File: config.mk
export PLATFORM = sky130hd
export DESIGN_NAME = bss_exec
export DESIGN_NICKNAME = d
export VERILOG_FILES = /design/src/rtl/bss_pkg.sv /design/src/rtl/bss_exec.sv
export SDC_FILE = /design/constraint.sdc
export NUM_CORES = 1
export LEC_CHECK = 0
export ABC_CLOCK_PERIOD_IN_PS = 3300
export BUFFER_PORTS_ARGS = -buffer_cell sky130_fd_sc_hd__buf_2
export CAP_MARGIN = 20
export CORE_MARGIN = 2
export CORE_UTILIZATION = 30
export CTS_CLUSTER_DIAMETER = 80
export DETAILED_ROUTE_END_ITERATION = 6
export PLACE_DENSITY_LB_ADDON = 0.25
export SYNTH_ARGS = -nofsm -noshare
export SYNTH_HDL_FRONTEND = slang
export SYNTH_SLANG_ARGS = --single-unit
File: constraint.sdc
create_clock -name sys_clk_i -period 3.3 [get_ports sys_clk_i]
set_clock_uncertainty 0.1 [all_clocks]
set_input_delay 0.33 -clock sys_clk_i [delete_from_list [all_inputs] [get_ports sys_clk_i]]
set_output_delay 0.33 -clock sys_clk_i [all_outputs]
set_load 0.03 [all_outputs]
File: src/rtl/bss_pkg.sv
// Shared constants, commands and state types for the branch and skip unit
package bss_pkg;
  localparam int PC_W = 16;
  localparam int CYC_W = 2;
  localparam int IO_ADDR_W = 5;
  localparam logic [PC_W-1:0] PC_RST = 16'h0000;
  localparam logic [7:0] STATUS_FLAGS_REGISTER_RST = 8'h00;
  localparam logic [PC_W-1:0] PC_STEP = 16'h0001;
  localparam logic [PC_W-1:0] SKIP_ONE_WORD = 16'h0002;
  localparam logic [PC_W-1:0] SKIP_TWO_WORDS = 16'h0003;
  localparam logic [CYC_W-1:0] CYC_ONE = 2'h1;
  localparam logic [CYC_W-1:0] CYC_TWO = 2'h2;
  localparam logic [CYC_W-1:0] CYC_THREE = 2'h3;
  // Status flag bit positions
  localparam int FLAG_C = 0;
  localparam int FLAG_Z = 1;
  localparam int FLAG_N = 2;
  localparam int FLAG_V = 3;
  localparam int FLAG_S = 4;
  localparam int FLAG_H = 5;
  localparam int FLAG_T = 6;
  localparam int FLAG_I = 7;
  localparam int MSB = 7;
  localparam int NIB_MSB = 3;

  typedef enum logic [5:0] {
    OP_NONE,
    OP_RELATIVE_JUMP, OP_INDIRECT_JUMP,
    OP_RELATIVE_SUBROUTINE_CALL, OP_INDIRECT_SUBROUTINE_CALL,
    OP_SUBROUTINE_EXIT_POP,
    OP_COMPARE_SKIP_IF_EQUAL, OP_COMPARE_REGISTERS,
    OP_COMPARE_WITH_CARRY_IN, OP_COMPARE_IMMEDIATE,
    OP_SKIP_REG_BIT_CLEAR, OP_SKIP_REG_BIT_SET,
    OP_SKIP_IO_BIT_CLEAR, OP_SKIP_IO_BIT_SET,
    OP_BRANCH_FLAG_SET, OP_BRANCH_FLAG_CLEAR,
    OP_BRANCH_ON_EQUAL, OP_BRANCH_ON_UNEQUAL,
    OP_BRANCH_CARRY_SET, OP_BRANCH_CARRY_CLEAR,
    OP_BRANCH_SAME_OR_HIGHER, OP_BRANCH_ON_LOWER,
    OP_BRANCH_MINUS, OP_BRANCH_PLUS,
    OP_BRANCH_SIGNED_GREATER_EQUAL, OP_BRANCH_SIGNED_LESS,
    OP_BRANCH_HALF_CARRY_SET, OP_BRANCH_HALF_CARRY_CLEAR,
    OP_BRANCH_TRANSFER_SET, OP_BRANCH_TRANSFER_CLEAR,
    OP_BRANCH_OVERFLOW_SET, OP_BRANCH_OVERFLOW_CLEAR,
    OP_BRANCH_IRQ_ENABLED, OP_BRANCH_IRQ_DISABLED,
    OP_IO_BIT_SET_OP, OP_IO_BIT_CLEAR_OP,
    OP_LOGICAL_LEFT_SHIFT, OP_LOGICAL_RIGHT_SHIFT
  } bss_op_e;

  typedef struct packed {
    bss_op_e op;
    logic [7:0] rd_val;
    logic [7:0] rr_val;
    logic [7:0] imm;
    logic [2:0] bit_sel;
    logic [IO_ADDR_W-1:0] io_addr;
    logic [7:0] io_val;
    logic [11:0] offset;
    logic [PC_W-1:0] z_ptr;
    logic [PC_W-1:0] stack_val;
    logic next_two_word;
  } bss_cmd_s;

  typedef enum logic {ST_IDLE, ST_WAIT} bss_state_e;

  typedef struct packed {
    bss_state_e st;
    logic [CYC_W-1:0] cnt;
    logic [PC_W-1:0] pc;
    logic [7:0] status_flags_register;
    logic busy;
    logic done;
    logic [CYC_W-1:0] cycles;
    logic push;
    logic [PC_W-1:0] push_data;
    logic pop;
    logic io_we;
    logic [IO_ADDR_W-1:0] io_addr;
    logic [7:0] io_data;
    logic res_we;
    logic [7:0] res;
  } bss_regs_s;
endpackage : bss_pkg

File: src/rtl/bss_exec.sv
// Branch, skip, compare, bit and shift execution unit of the 8-bit core
`timescale 1ns/1ps
module bss_exec (
  // Clock, reset, enable
  input wire logic sys_clk_i,
  input wire logic rst_n_i,
  input wire logic ce_i,
  // Instruction request
  input wire logic cmd_valid_i,
  input bss_pkg::bss_cmd_s cmd_i,
  // Flag load from the rest of the core
  input wire logic status_flags_register_we_i,
  input wire logic [7:0] status_flags_register_wdata_i,
  // Program flow state
  output logic [bss_pkg::PC_W-1:0] pc_o,
  output logic [7:0] status_flags_register_o,
  output logic busy_o,
  output logic done_o,
  output logic [bss_pkg::CYC_W-1:0] cycles_o,
  // Stack
  output logic push_o,
  output logic [bss_pkg::PC_W-1:0] push_data_o,
  output logic pop_o,
  // I/O register write
  output logic io_we_o,
  output logic [bss_pkg::IO_ADDR_W-1:0] io_addr_o,
  output logic [7:0] io_data_o,
  // Shift result write-back
  output logic res_we_o,
  output logic [7:0] res_o
);
  import bss_pkg::*;

  bss_regs_s r_r;
  bss_regs_s r_nxt;

  function automatic logic [7:0] cmp_flags(
    input logic [7:0] d, input logic [7:0] s, input logic cin,
    input logic keep_z, input logic [7:0] f);
    logic [7:0] res;
    logic [7:0] o;
    res = d - s - {7'h00, cin};
    o = f;
    o[FLAG_H] = (~d[NIB_MSB] & s[NIB_MSB]) | (s[NIB_MSB] & res[NIB_MSB]) |
                (res[NIB_MSB] & ~d[NIB_MSB]);
    o[FLAG_V] = (d[MSB] & ~s[MSB] & ~res[MSB]) |
                (~d[MSB] & s[MSB] & res[MSB]);
    o[FLAG_N] = res[MSB];
    o[FLAG_C] = (~d[MSB] & s[MSB]) | (s[MSB] & res[MSB]) |
                (res[MSB] & ~d[MSB]);
    // Carry-in compare only keeps Z set across a multi-byte chain
    o[FLAG_Z] = (res == 8'h00) & (~keep_z | f[FLAG_Z]);
    o[FLAG_S] = o[FLAG_N] ^ o[FLAG_V];
    return o;
  endfunction : cmp_flags

  function automatic logic [7:0] shift_flags(
    input logic [7:0] res, input logic cout, input logic [7:0] f);
    logic [7:0] o;
    o = f;
    o[FLAG_C] = cout;
    o[FLAG_N] = res[MSB];
    o[FLAG_V] = res[MSB] ^ cout;
    o[FLAG_Z] = (res == 8'h00);
    o[FLAG_S] = o[FLAG_N] ^ o[FLAG_V];
    return o;
  endfunction : shift_flags

  function automatic logic [PC_W-1:0] sext12(input logic [11:0] k);
    return {{(PC_W-12){k[11]}}, k};
  endfunction : sext12

  function automatic logic [PC_W-1:0] sext7(input logic [6:0] k);
    return {{(PC_W-7){k[6]}}, k};
  endfunction : sext7

  function automatic logic branch_taken(
    input bss_op_e op, input logic [2:0] b, input logic [7:0] f);
    logic t;
    t = 1'b0;
    case (op)
      OP_BRANCH_FLAG_SET: t = f[b];
      OP_BRANCH_FLAG_CLEAR: t = ~f[b];
      OP_BRANCH_ON_EQUAL: t = f[FLAG_Z];
      OP_BRANCH_ON_UNEQUAL: t = ~f[FLAG_Z];
      OP_BRANCH_CARRY_SET, OP_BRANCH_ON_LOWER: t = f[FLAG_C];
      OP_BRANCH_CARRY_CLEAR, OP_BRANCH_SAME_OR_HIGHER: begin
        t = ~f[FLAG_C];
      end
      OP_BRANCH_SIGNED_GREATER_EQUAL: begin
        t = ~(f[FLAG_N] ^ f[FLAG_V]);
      end
      OP_BRANCH_SIGNED_LESS: t = f[FLAG_N] ^ f[FLAG_V];
      OP_BRANCH_MINUS: t = f[FLAG_N];
      OP_BRANCH_PLUS: t = ~f[FLAG_N];
      OP_BRANCH_HALF_CARRY_SET: t = f[FLAG_H];
      OP_BRANCH_HALF_CARRY_CLEAR: t = ~f[FLAG_H];
      OP_BRANCH_TRANSFER_SET: t = f[FLAG_T];
      OP_BRANCH_TRANSFER_CLEAR: t = ~f[FLAG_T];
      OP_BRANCH_OVERFLOW_SET: t = f[FLAG_V];
      OP_BRANCH_OVERFLOW_CLEAR: t = ~f[FLAG_V];
      OP_BRANCH_IRQ_ENABLED: t = f[FLAG_I];
      OP_BRANCH_IRQ_DISABLED: t = ~f[FLAG_I];
      default: t = 1'b0;
    endcase
    return t;
  endfunction : branch_taken

  function automatic logic is_branch(input bss_op_e op);
    return (op >= OP_BRANCH_FLAG_SET) && (op <= OP_BRANCH_IRQ_DISABLED);
  endfunction : is_branch

  always_comb begin
    logic [PC_W-1:0] pc_inc;
    logic [PC_W-1:0] skip_pc;
    logic [CYC_W-1:0] skip_cyc;
    logic [CYC_W-1:0] cyc;
    logic skip;
    logic [7:0] sh;
    pc_inc = r_r.pc + PC_STEP;
    // Skip length follows the size of the instruction passed over
    skip_pc = r_r.pc + (cmd_i.next_two_word ? SKIP_TWO_WORDS : SKIP_ONE_WORD);
    skip_cyc = cmd_i.next_two_word ? CYC_THREE : CYC_TWO;
    cyc = CYC_ONE;
    skip = 1'b0;
    sh = 8'h00;
    r_nxt = r_r;
    r_nxt.done = 1'b0;
    r_nxt.push = 1'b0;
    r_nxt.pop = 1'b0;
    r_nxt.io_we = 1'b0;
    r_nxt.res_we = 1'b0;
    case (r_r.st)
      ST_WAIT: begin
        if (r_r.cnt == CYC_ONE) begin
          r_nxt.st = ST_IDLE;
          r_nxt.busy = 1'b0;
          r_nxt.done = 1'b1;
        end else begin
          r_nxt.cnt = r_r.cnt - CYC_ONE;
        end
      end
      ST_IDLE: begin
        if (cmd_valid_i) begin
          r_nxt.pc = pc_inc;
          case (cmd_i.op)
            OP_RELATIVE_JUMP: begin
              r_nxt.pc = pc_inc + sext12(cmd_i.offset);
              cyc = CYC_TWO;
            end
            OP_RELATIVE_SUBROUTINE_CALL: begin
              r_nxt.push = 1'b1;
              r_nxt.push_data = pc_inc;
              r_nxt.pc = pc_inc + sext12(cmd_i.offset);
              cyc = CYC_THREE;
            end
            OP_INDIRECT_JUMP: begin
              r_nxt.pc = cmd_i.z_ptr;
              cyc = CYC_TWO;
            end
            OP_INDIRECT_SUBROUTINE_CALL: begin
              r_nxt.push = 1'b1;
              r_nxt.push_data = pc_inc;
              r_nxt.pc = cmd_i.z_ptr;
              cyc = CYC_THREE;
            end
            OP_SUBROUTINE_EXIT_POP: begin
              r_nxt.pop = 1'b1;
              r_nxt.pc = cmd_i.stack_val;
              cyc = CYC_THREE;
            end
            OP_COMPARE_SKIP_IF_EQUAL: begin
              skip = (cmd_i.rd_val == cmd_i.rr_val);
            end
            OP_COMPARE_REGISTERS: begin
              r_nxt.status_flags_register = cmp_flags(cmd_i.rd_val, cmd_i.rr_val, 1'b0, 1'b0,
                                     r_r.status_flags_register);
            end
            OP_COMPARE_WITH_CARRY_IN: begin
              r_nxt.status_flags_register = cmp_flags(cmd_i.rd_val, cmd_i.rr_val,
                                     r_r.status_flags_register[FLAG_C], 1'b1, r_r.status_flags_register);
            end
            OP_COMPARE_IMMEDIATE: begin
              r_nxt.status_flags_register = cmp_flags(cmd_i.rd_val, cmd_i.imm, 1'b0, 1'b0,
                                     r_r.status_flags_register);
            end
            OP_SKIP_REG_BIT_CLEAR: skip = ~cmd_i.rr_val[cmd_i.bit_sel];
            OP_SKIP_REG_BIT_SET: skip = cmd_i.rr_val[cmd_i.bit_sel];
            OP_SKIP_IO_BIT_CLEAR: skip = ~cmd_i.io_val[cmd_i.bit_sel];
            OP_SKIP_IO_BIT_SET: skip = cmd_i.io_val[cmd_i.bit_sel];
            OP_IO_BIT_SET_OP, OP_IO_BIT_CLEAR_OP: begin
              r_nxt.io_we = 1'b1;
              r_nxt.io_addr = cmd_i.io_addr;
              r_nxt.io_data = cmd_i.io_val;
              r_nxt.io_data[cmd_i.bit_sel] =
                (cmd_i.op == OP_IO_BIT_SET_OP);
              cyc = CYC_TWO;
            end
            OP_LOGICAL_LEFT_SHIFT: begin
              sh = {cmd_i.rd_val[MSB-1:0], 1'b0};
              r_nxt.res = sh;
              r_nxt.res_we = 1'b1;
              r_nxt.status_flags_register = shift_flags(sh, cmd_i.rd_val[MSB], r_r.status_flags_register);
            end
            OP_LOGICAL_RIGHT_SHIFT: begin
              sh = {1'b0, cmd_i.rd_val[MSB:1]};
              r_nxt.res = sh;
              r_nxt.res_we = 1'b1;
              r_nxt.status_flags_register = shift_flags(sh, cmd_i.rd_val[0], r_r.status_flags_register);
            end
            default: begin
              if (is_branch(cmd_i.op) &&
                  branch_taken(cmd_i.op, cmd_i.bit_sel, r_r.status_flags_register)) begin
                r_nxt.pc = pc_inc + sext7(cmd_i.offset[6:0]);
                cyc = CYC_TWO;
              end
            end
          endcase
          if (skip) begin
            r_nxt.pc = skip_pc;
            cyc = skip_cyc;
          end
          r_nxt.cycles = cyc;
          if (cyc == CYC_ONE) begin
            r_nxt.done = 1'b1;
          end else begin
            r_nxt.st = ST_WAIT;
            r_nxt.busy = 1'b1;
            r_nxt.cnt = cyc - CYC_ONE;
          end
        end else if (status_flags_register_we_i) begin
          r_nxt.status_flags_register = status_flags_register_wdata_i;
        end
      end
      default: begin
        r_nxt.st = ST_IDLE;
        r_nxt.busy = 1'b0;
      end
    endcase
  end

  always_ff @(posedge sys_clk_i) begin
    if (!rst_n_i) begin
      r_r <= '{st: ST_IDLE, cnt: '0, pc: PC_RST, status_flags_register: STATUS_FLAGS_REGISTER_RST,
               busy: 1'b0, done: 1'b0, cycles: '0, push: 1'b0,
               push_data: '0, pop: 1'b0, io_we: 1'b0, io_addr: '0,
               io_data: 8'h00, res_we: 1'b0, res: 8'h00};
    end else if (ce_i) begin
      r_r <= r_nxt;
    end
  end

  assign pc_o = r_r.pc;
  assign status_flags_register_o = r_r.status_flags_register;
  assign busy_o = r_r.busy;
  assign done_o = r_r.done;
  assign cycles_o = r_r.cycles;
  assign push_o = r_r.push;
  assign push_data_o = r_r.push_data;
  assign pop_o = r_r.pop;
  assign io_we_o = r_r.io_we;
  assign io_addr_o = r_r.io_addr;
  assign io_data_o = r_r.io_data;
  assign res_we_o = r_r.res_we;
  assign res_o = r_r.res;
endmodule : bss_exec

* Word-level counts from Yosys, hierarchy flattened
Index checks and enable logic that the tools add are counted.
** Storage, ports and cells
- Flip-flop bits (word level) :: 72
- Input port bits :: 104
- Output and inout bits :: 69
- Logic and storage cells :: 218
** Cells by class
- Add/sub/neg operators :: 9
- Order comparisons :: 4
- Equality and inequality tests :: 48
- Multiplexer cells :: 44
- Bitwise logic cells :: 66
- Reduce and logical (&&, ||, !) cells :: 30
** Operator list (number)
- == test 6 x 5 -> 1 bit (second input constant) :: 16
- one-hot mux 16 bit (4 select lines) :: 1
- == test 6 x 4 -> 1 bit (second input constant) :: 8
- two-way mux 45 bit :: 1
- two-way mux 41 bit :: 1
- == test 6 bit (second input constant) :: 6
- adder 16 bit :: 2
- two-way mux 16 bit :: 2
- one-hot mux 6 bit (5 select lines) :: 1
- AND reduction 4 bit :: 7
- AND 1 bit :: 25
- == test 6 x 3 -> 1 bit (second input constant) :: 4
- zero test 8 bit :: 3
- NOT 1 bit :: 20
- two-way mux 19 bit :: 1
- one-hot mux 1 bit (18 select lines) :: 1
- one-hot mux 9 bit (2 select lines) :: 1
- two-way mux 17 bit :: 1
- OR reduction 17 bit :: 1
- adder 16 x 1 -> 16 bit (second input constant) :: 1
- adder 16 x 2 -> 16 bit :: 1
- two-way mux 8 bit :: 2
- subtractor 8 bit :: 2
- two-way mux 1 bit :: 15
- 36 further kinds :: 78

* Depth between registers and ports, before layout
- Depth after elaboration :: 17
- Depth in mapped cells :: 17

* Least setup slack after synthesis
Ideal clock, no wire load.
- Path type :: register to register
- Start :: register r_r (netlist bit pc_o[2])
- End :: register r_r (netlist bit pc_o[15])
- Setup time :: 0.074 ns
- Arrival :: 3.258 ns
- Setup slack :: -0.132 ns
- Cell stages (with the launch flop) :: 14
- Cells stage by stage :: dfxtp_1 clkbuf_1 nand3_1 nor4_1 xor2_1 ha_1 or2_2 a21oi_1 a21oi_1 a21boi_0 a21oi_1 xor2_1 or3_1 a31oi_1
** Between the ends
- Longest elaborated chain between the ends :: 5
** Ends and longest elaborated chain
- from (decl) :: RTL line bss_exec.sv:34 : bss_regs_s r_r;
- from (signal assigned) :: RTL line bss_exec.sv:244 : r_r <= '{st: ST_IDLE, cnt: '0, pc: PC_RST, status_flags_register: STATUS_FLAGS_REGISTER_RST,
- from (signal assigned) :: RTL line bss_exec.sv:249 : r_r <= r_nxt;
- adder 16 x 1 -> 16 bit :: RTL line bss_exec.sv:120 : pc_inc = r_r.pc + PC_STEP;
- adder 16 bit :: RTL line bss_exec.sv:214 : r_nxt.pc = pc_inc + sext7(cmd_i.offset[6:0]);
- two-way mux 16 bit :: RTL line bss_exec.sv:212 : if (is_branch(cmd_i.op) &&
- one-hot mux 16 bit (4 select lines) :: RTL line bss_exec.sv:146 : case (cmd_i.op)
- two-way mux 16 bit (*) :: RTL line bss_exec.sv:219 : if (skip) begin
Mark *: on every way between the ends. The rest lies on a longest branch, timed or not.
A chain may end at the register's enable or synchronous reset.

* Worst setup path after layout
- Start :: register r_r (netlist bit pc_o[2])
- End :: register r_r (netlist bit pc_o[9])
The elaborated chain is that of the path after synthesis.

==> impl_metrics.json <==
{
  "outcome": "finished, final reports clean",
  "hold_path_depth": 3,
  "path_max_fanout": 9,
  "final_nets": 1344,
  "synth_compound_area_share_pct": 25.7,
  "die_area_mm2": 0.0262,
  "yosys-mux-area-fraction_pct": 5.54,
  "area_delta_synth_final_pct": 25.6,
  "min_path_type": "input port to register",
  "rsz0062_at_grt": "true",
  "drive_above_1_share_pct": 30.1,
  "vias": 7918,
  "ant_nets": 0,
  "multi_input_area_mm2": 0.00528,
  "synth_nets": 1162,
  "finalNonFillerCells": 1512,
  "finalWorstSetupSlack_ns": 0.108,
  "syn_inst": 1002,
  "synth_edf_count": 0,
  "tritoncts": "done",
  "synth_area_leaders": "dfxtp_1, ha_1, buf_4",
  "gp_congestion": 0.934,
  "netlist_top_cells_count": "nor2_1, a21oi_1, dfxtp_1",
  "synthArstFlopShare_pct": 0,
  "hold_viol": 0,
  "synth_cell_types": 72,
  "maxCapViolations": 0,
  "syn_area_mm2": 0.00748,
  "vdd_drop_max_mv": 0.215,
  "wire_per_inst_um": 17.8,
  "drtIter0Drc": 549,
  "clk_latency_ns": 0.34,
  "first_pass_iters": 5,
  "maxSlewViolCount": 0,
  "worst-slew-pin-transition_ns": 0.879,
  "grt_max_degree": 46,
  "rows": 57,
  "drc": 0,
  "synth_top_area_share_pct": 19.3,
  "overflow": 0,
  "synth.most_common_cell": "nor2_1",
  "synth-xor-area-share_pct": 5.45,
  "ys_warn_count": 0,
  "cts_buffers": 9,
  "antenna_found_initial": 2,
  "avgViaCountPerCell": 5.24,
  "synth_fa_ha_area_share_pct": 10.1,
  "static-leakage-power_uw": 0.00413,
  "maxSlewHeadroom_pct": 41.3,
  "initial_utilization_pct": 30.7,
  "h-tree-depth": 3,
  "register_area_mm2": 0.00145,
  "dp_hpwl_mm": 21.5,
  "endpoint_kind": "register",
  "ys.flop_type": "dfxtp_1",
  "clock.fmax_mhz": 313,
  "cts-root-buf": "clkbuf_16",
  "start_kind": "register",
  "ios": 173,
  "clockBufferDepth": 2,
  "synth_top_family_by_area": "compound AO/OA/AOI/OAI gates",
  "portBuffers": 172,
  "power_density_mw_per_mm2": 308,
  "gr-usage-all-layers_pct": 19.8,
  "yosys.area_share.simple_pct": 21.6,
  "core_area_mm2": 0.0244,
  "min_period_over_period_pct": 96.7,
  "required_ns": 3.45,
  "grt_pass1_vias": 7577,
  "ff2ff_path_depth": 14,
  "wl_mm": 26.9,
  "setup.worst_path.class": "register to register",
  "fill_cells": 2598,
  "cp.arrival_ns": 3.34,
  "fin_crit_ns": 3.19,
  "setup_tns_ns": 0,
  "die_w_um": 162,
  "post-place-cells": 1495,
  "ys_seq_area_share_pct": 19.3,
  "synth_area_leader_cell": "dfxtp_1",
  "place_ws_ns": -0.167,
  "clk_pin_slew_ns": 0.06,
  "diodes": 0,
  "avgSynthCellArea_um2": 7.46,
  "synth-seq-cells": 72,
  "die_height_um": 162,
  "setup_violations": 0,
  "grt_pass1_wl_mm": 41.2,
  "cts_sinks": 72
}
[registers in the layout, indices dropped and copies added (netlist names), 2 cells and up]
name and count:
pc_o 16, res_o 8, cycles_o 2, push_data_o 16
io_addr_o 5, status_flags_register_o 8, r_r 3, io_data_o 8
[kinds of logic after synthesis]
group                    count (synthesis)
AND/OR/NAND/NOR                        330
multiplexers                            37
adder cells (fa/ha/maj)                 56
buffers and inverters                  178
XOR/XNOR                                45
flip-flops                              72
AO/OA/AOI/OAI                          284
[metal layers]
layer | wire length [um] | track usage, %
met2 | 12700 | 34.2
met5 | 7 | 0
met3 | 1900 | 4.16
met1 | 11800 | 25.5
met4 | 517 | 4.34
[worst max-delay path, stage by stage (launching register included)]
cell	delay, ns
dfxtp_1	0.34
buf_4	0.18
nand3_1	0.13
xor2_2	0.20
inv_1	0.10
ha_4	0.24
a211oi_2	0.22
nor2_2	0.11
o41ai_1	0.32
buf_4	0.18
buf_4	0.10
a21oi_1	0.05
a311o_1	0.32
a221o_1	0.38
a21oi_1	0.14
[cell usage in the layout (no fill, tap or decap), types with 9 or more instances in the layout]
master / n
a211oi_1: 17
a21oi_1: 67
a221oi_1: 9
a22oi_1: 17
a31oi_1: 13
buf_2: 172
buf_4: 123
clkbuf_16: 9
dfxtp_1: 70
ha_1: 46
inv_1: 53
mux2i_1: 29
nand2_1: 66
nand2b_1: 18
nand3_1: 39
nand4_1: 9
nor2_1: 99
nor2b_1: 17
nor3_1: 21
o21ai_0: 58
xnor2_1: 25
xor2_1: 15
[path summary, 6_finish.rpt]
path	slack, ns	end	from
max	0.11	pc_o[9]$_SDFFE_PN0P_	pc_o[2]$_SDFFE_PN0P_
min	0.13	io_addr_o[3]$_SDFFE_PN0P_	cmd_i[56]
max reg2reg	0.11	pc_o[9]$_SDFFE_PN0P_	pc_o[2]$_SDFFE_PN0P_
min reg2reg	0.37	res_we_o$_SDFFE_PN0P_	res_we_o$_SDFFE_PN0P_
[power by group]
| group | internal [uW] | leakage, uW | switching, uW |
|---|---|---|---|
| registers | 897 | 0.000585 | 30.8 |
| logic | 452 | 0.00341 | 582 |
| clock network | 544 | 0.000134 | 384 |
| total | 1890 | 0.00413 | 997 |
[final cells by class]
class	count	share of cell area (%)
Multi-Input combinational cell	752	56.2
Timing Repair Buffer	295	19.0
Tap cell	324	4.31
Sequential cell	72	15.4
Inverter	54	2.16
Clock inverter	3	0.186
Clock buffer	12	2.73
[stage by stage]
step	power, uW	util (%)	instance area [um2]	hold slack [ns]
6_report	2890	38.5	9400	0.130
5_1_grt	3050	38.5	9400	0.132
4_1_cts	2890	37.9	9260	0.118
3_5_place_dp	1950	36.7	8940	0.359
3_3_place_gp	1940	36.7	8940	0.362
2_1_floorplan	1580	-	7490	0.344
[timing repair]
action / in CTS / in global routing
cloned: 0 / 0
buffers inserted: 0 / 2
endpoints found under the setup margin: 5 / 10
pin swaps: 1 / 6
hold buffers: 0 / 0
resized for setup: 7 / 26
Note: power is estimated with default switching activity, not from simulation.
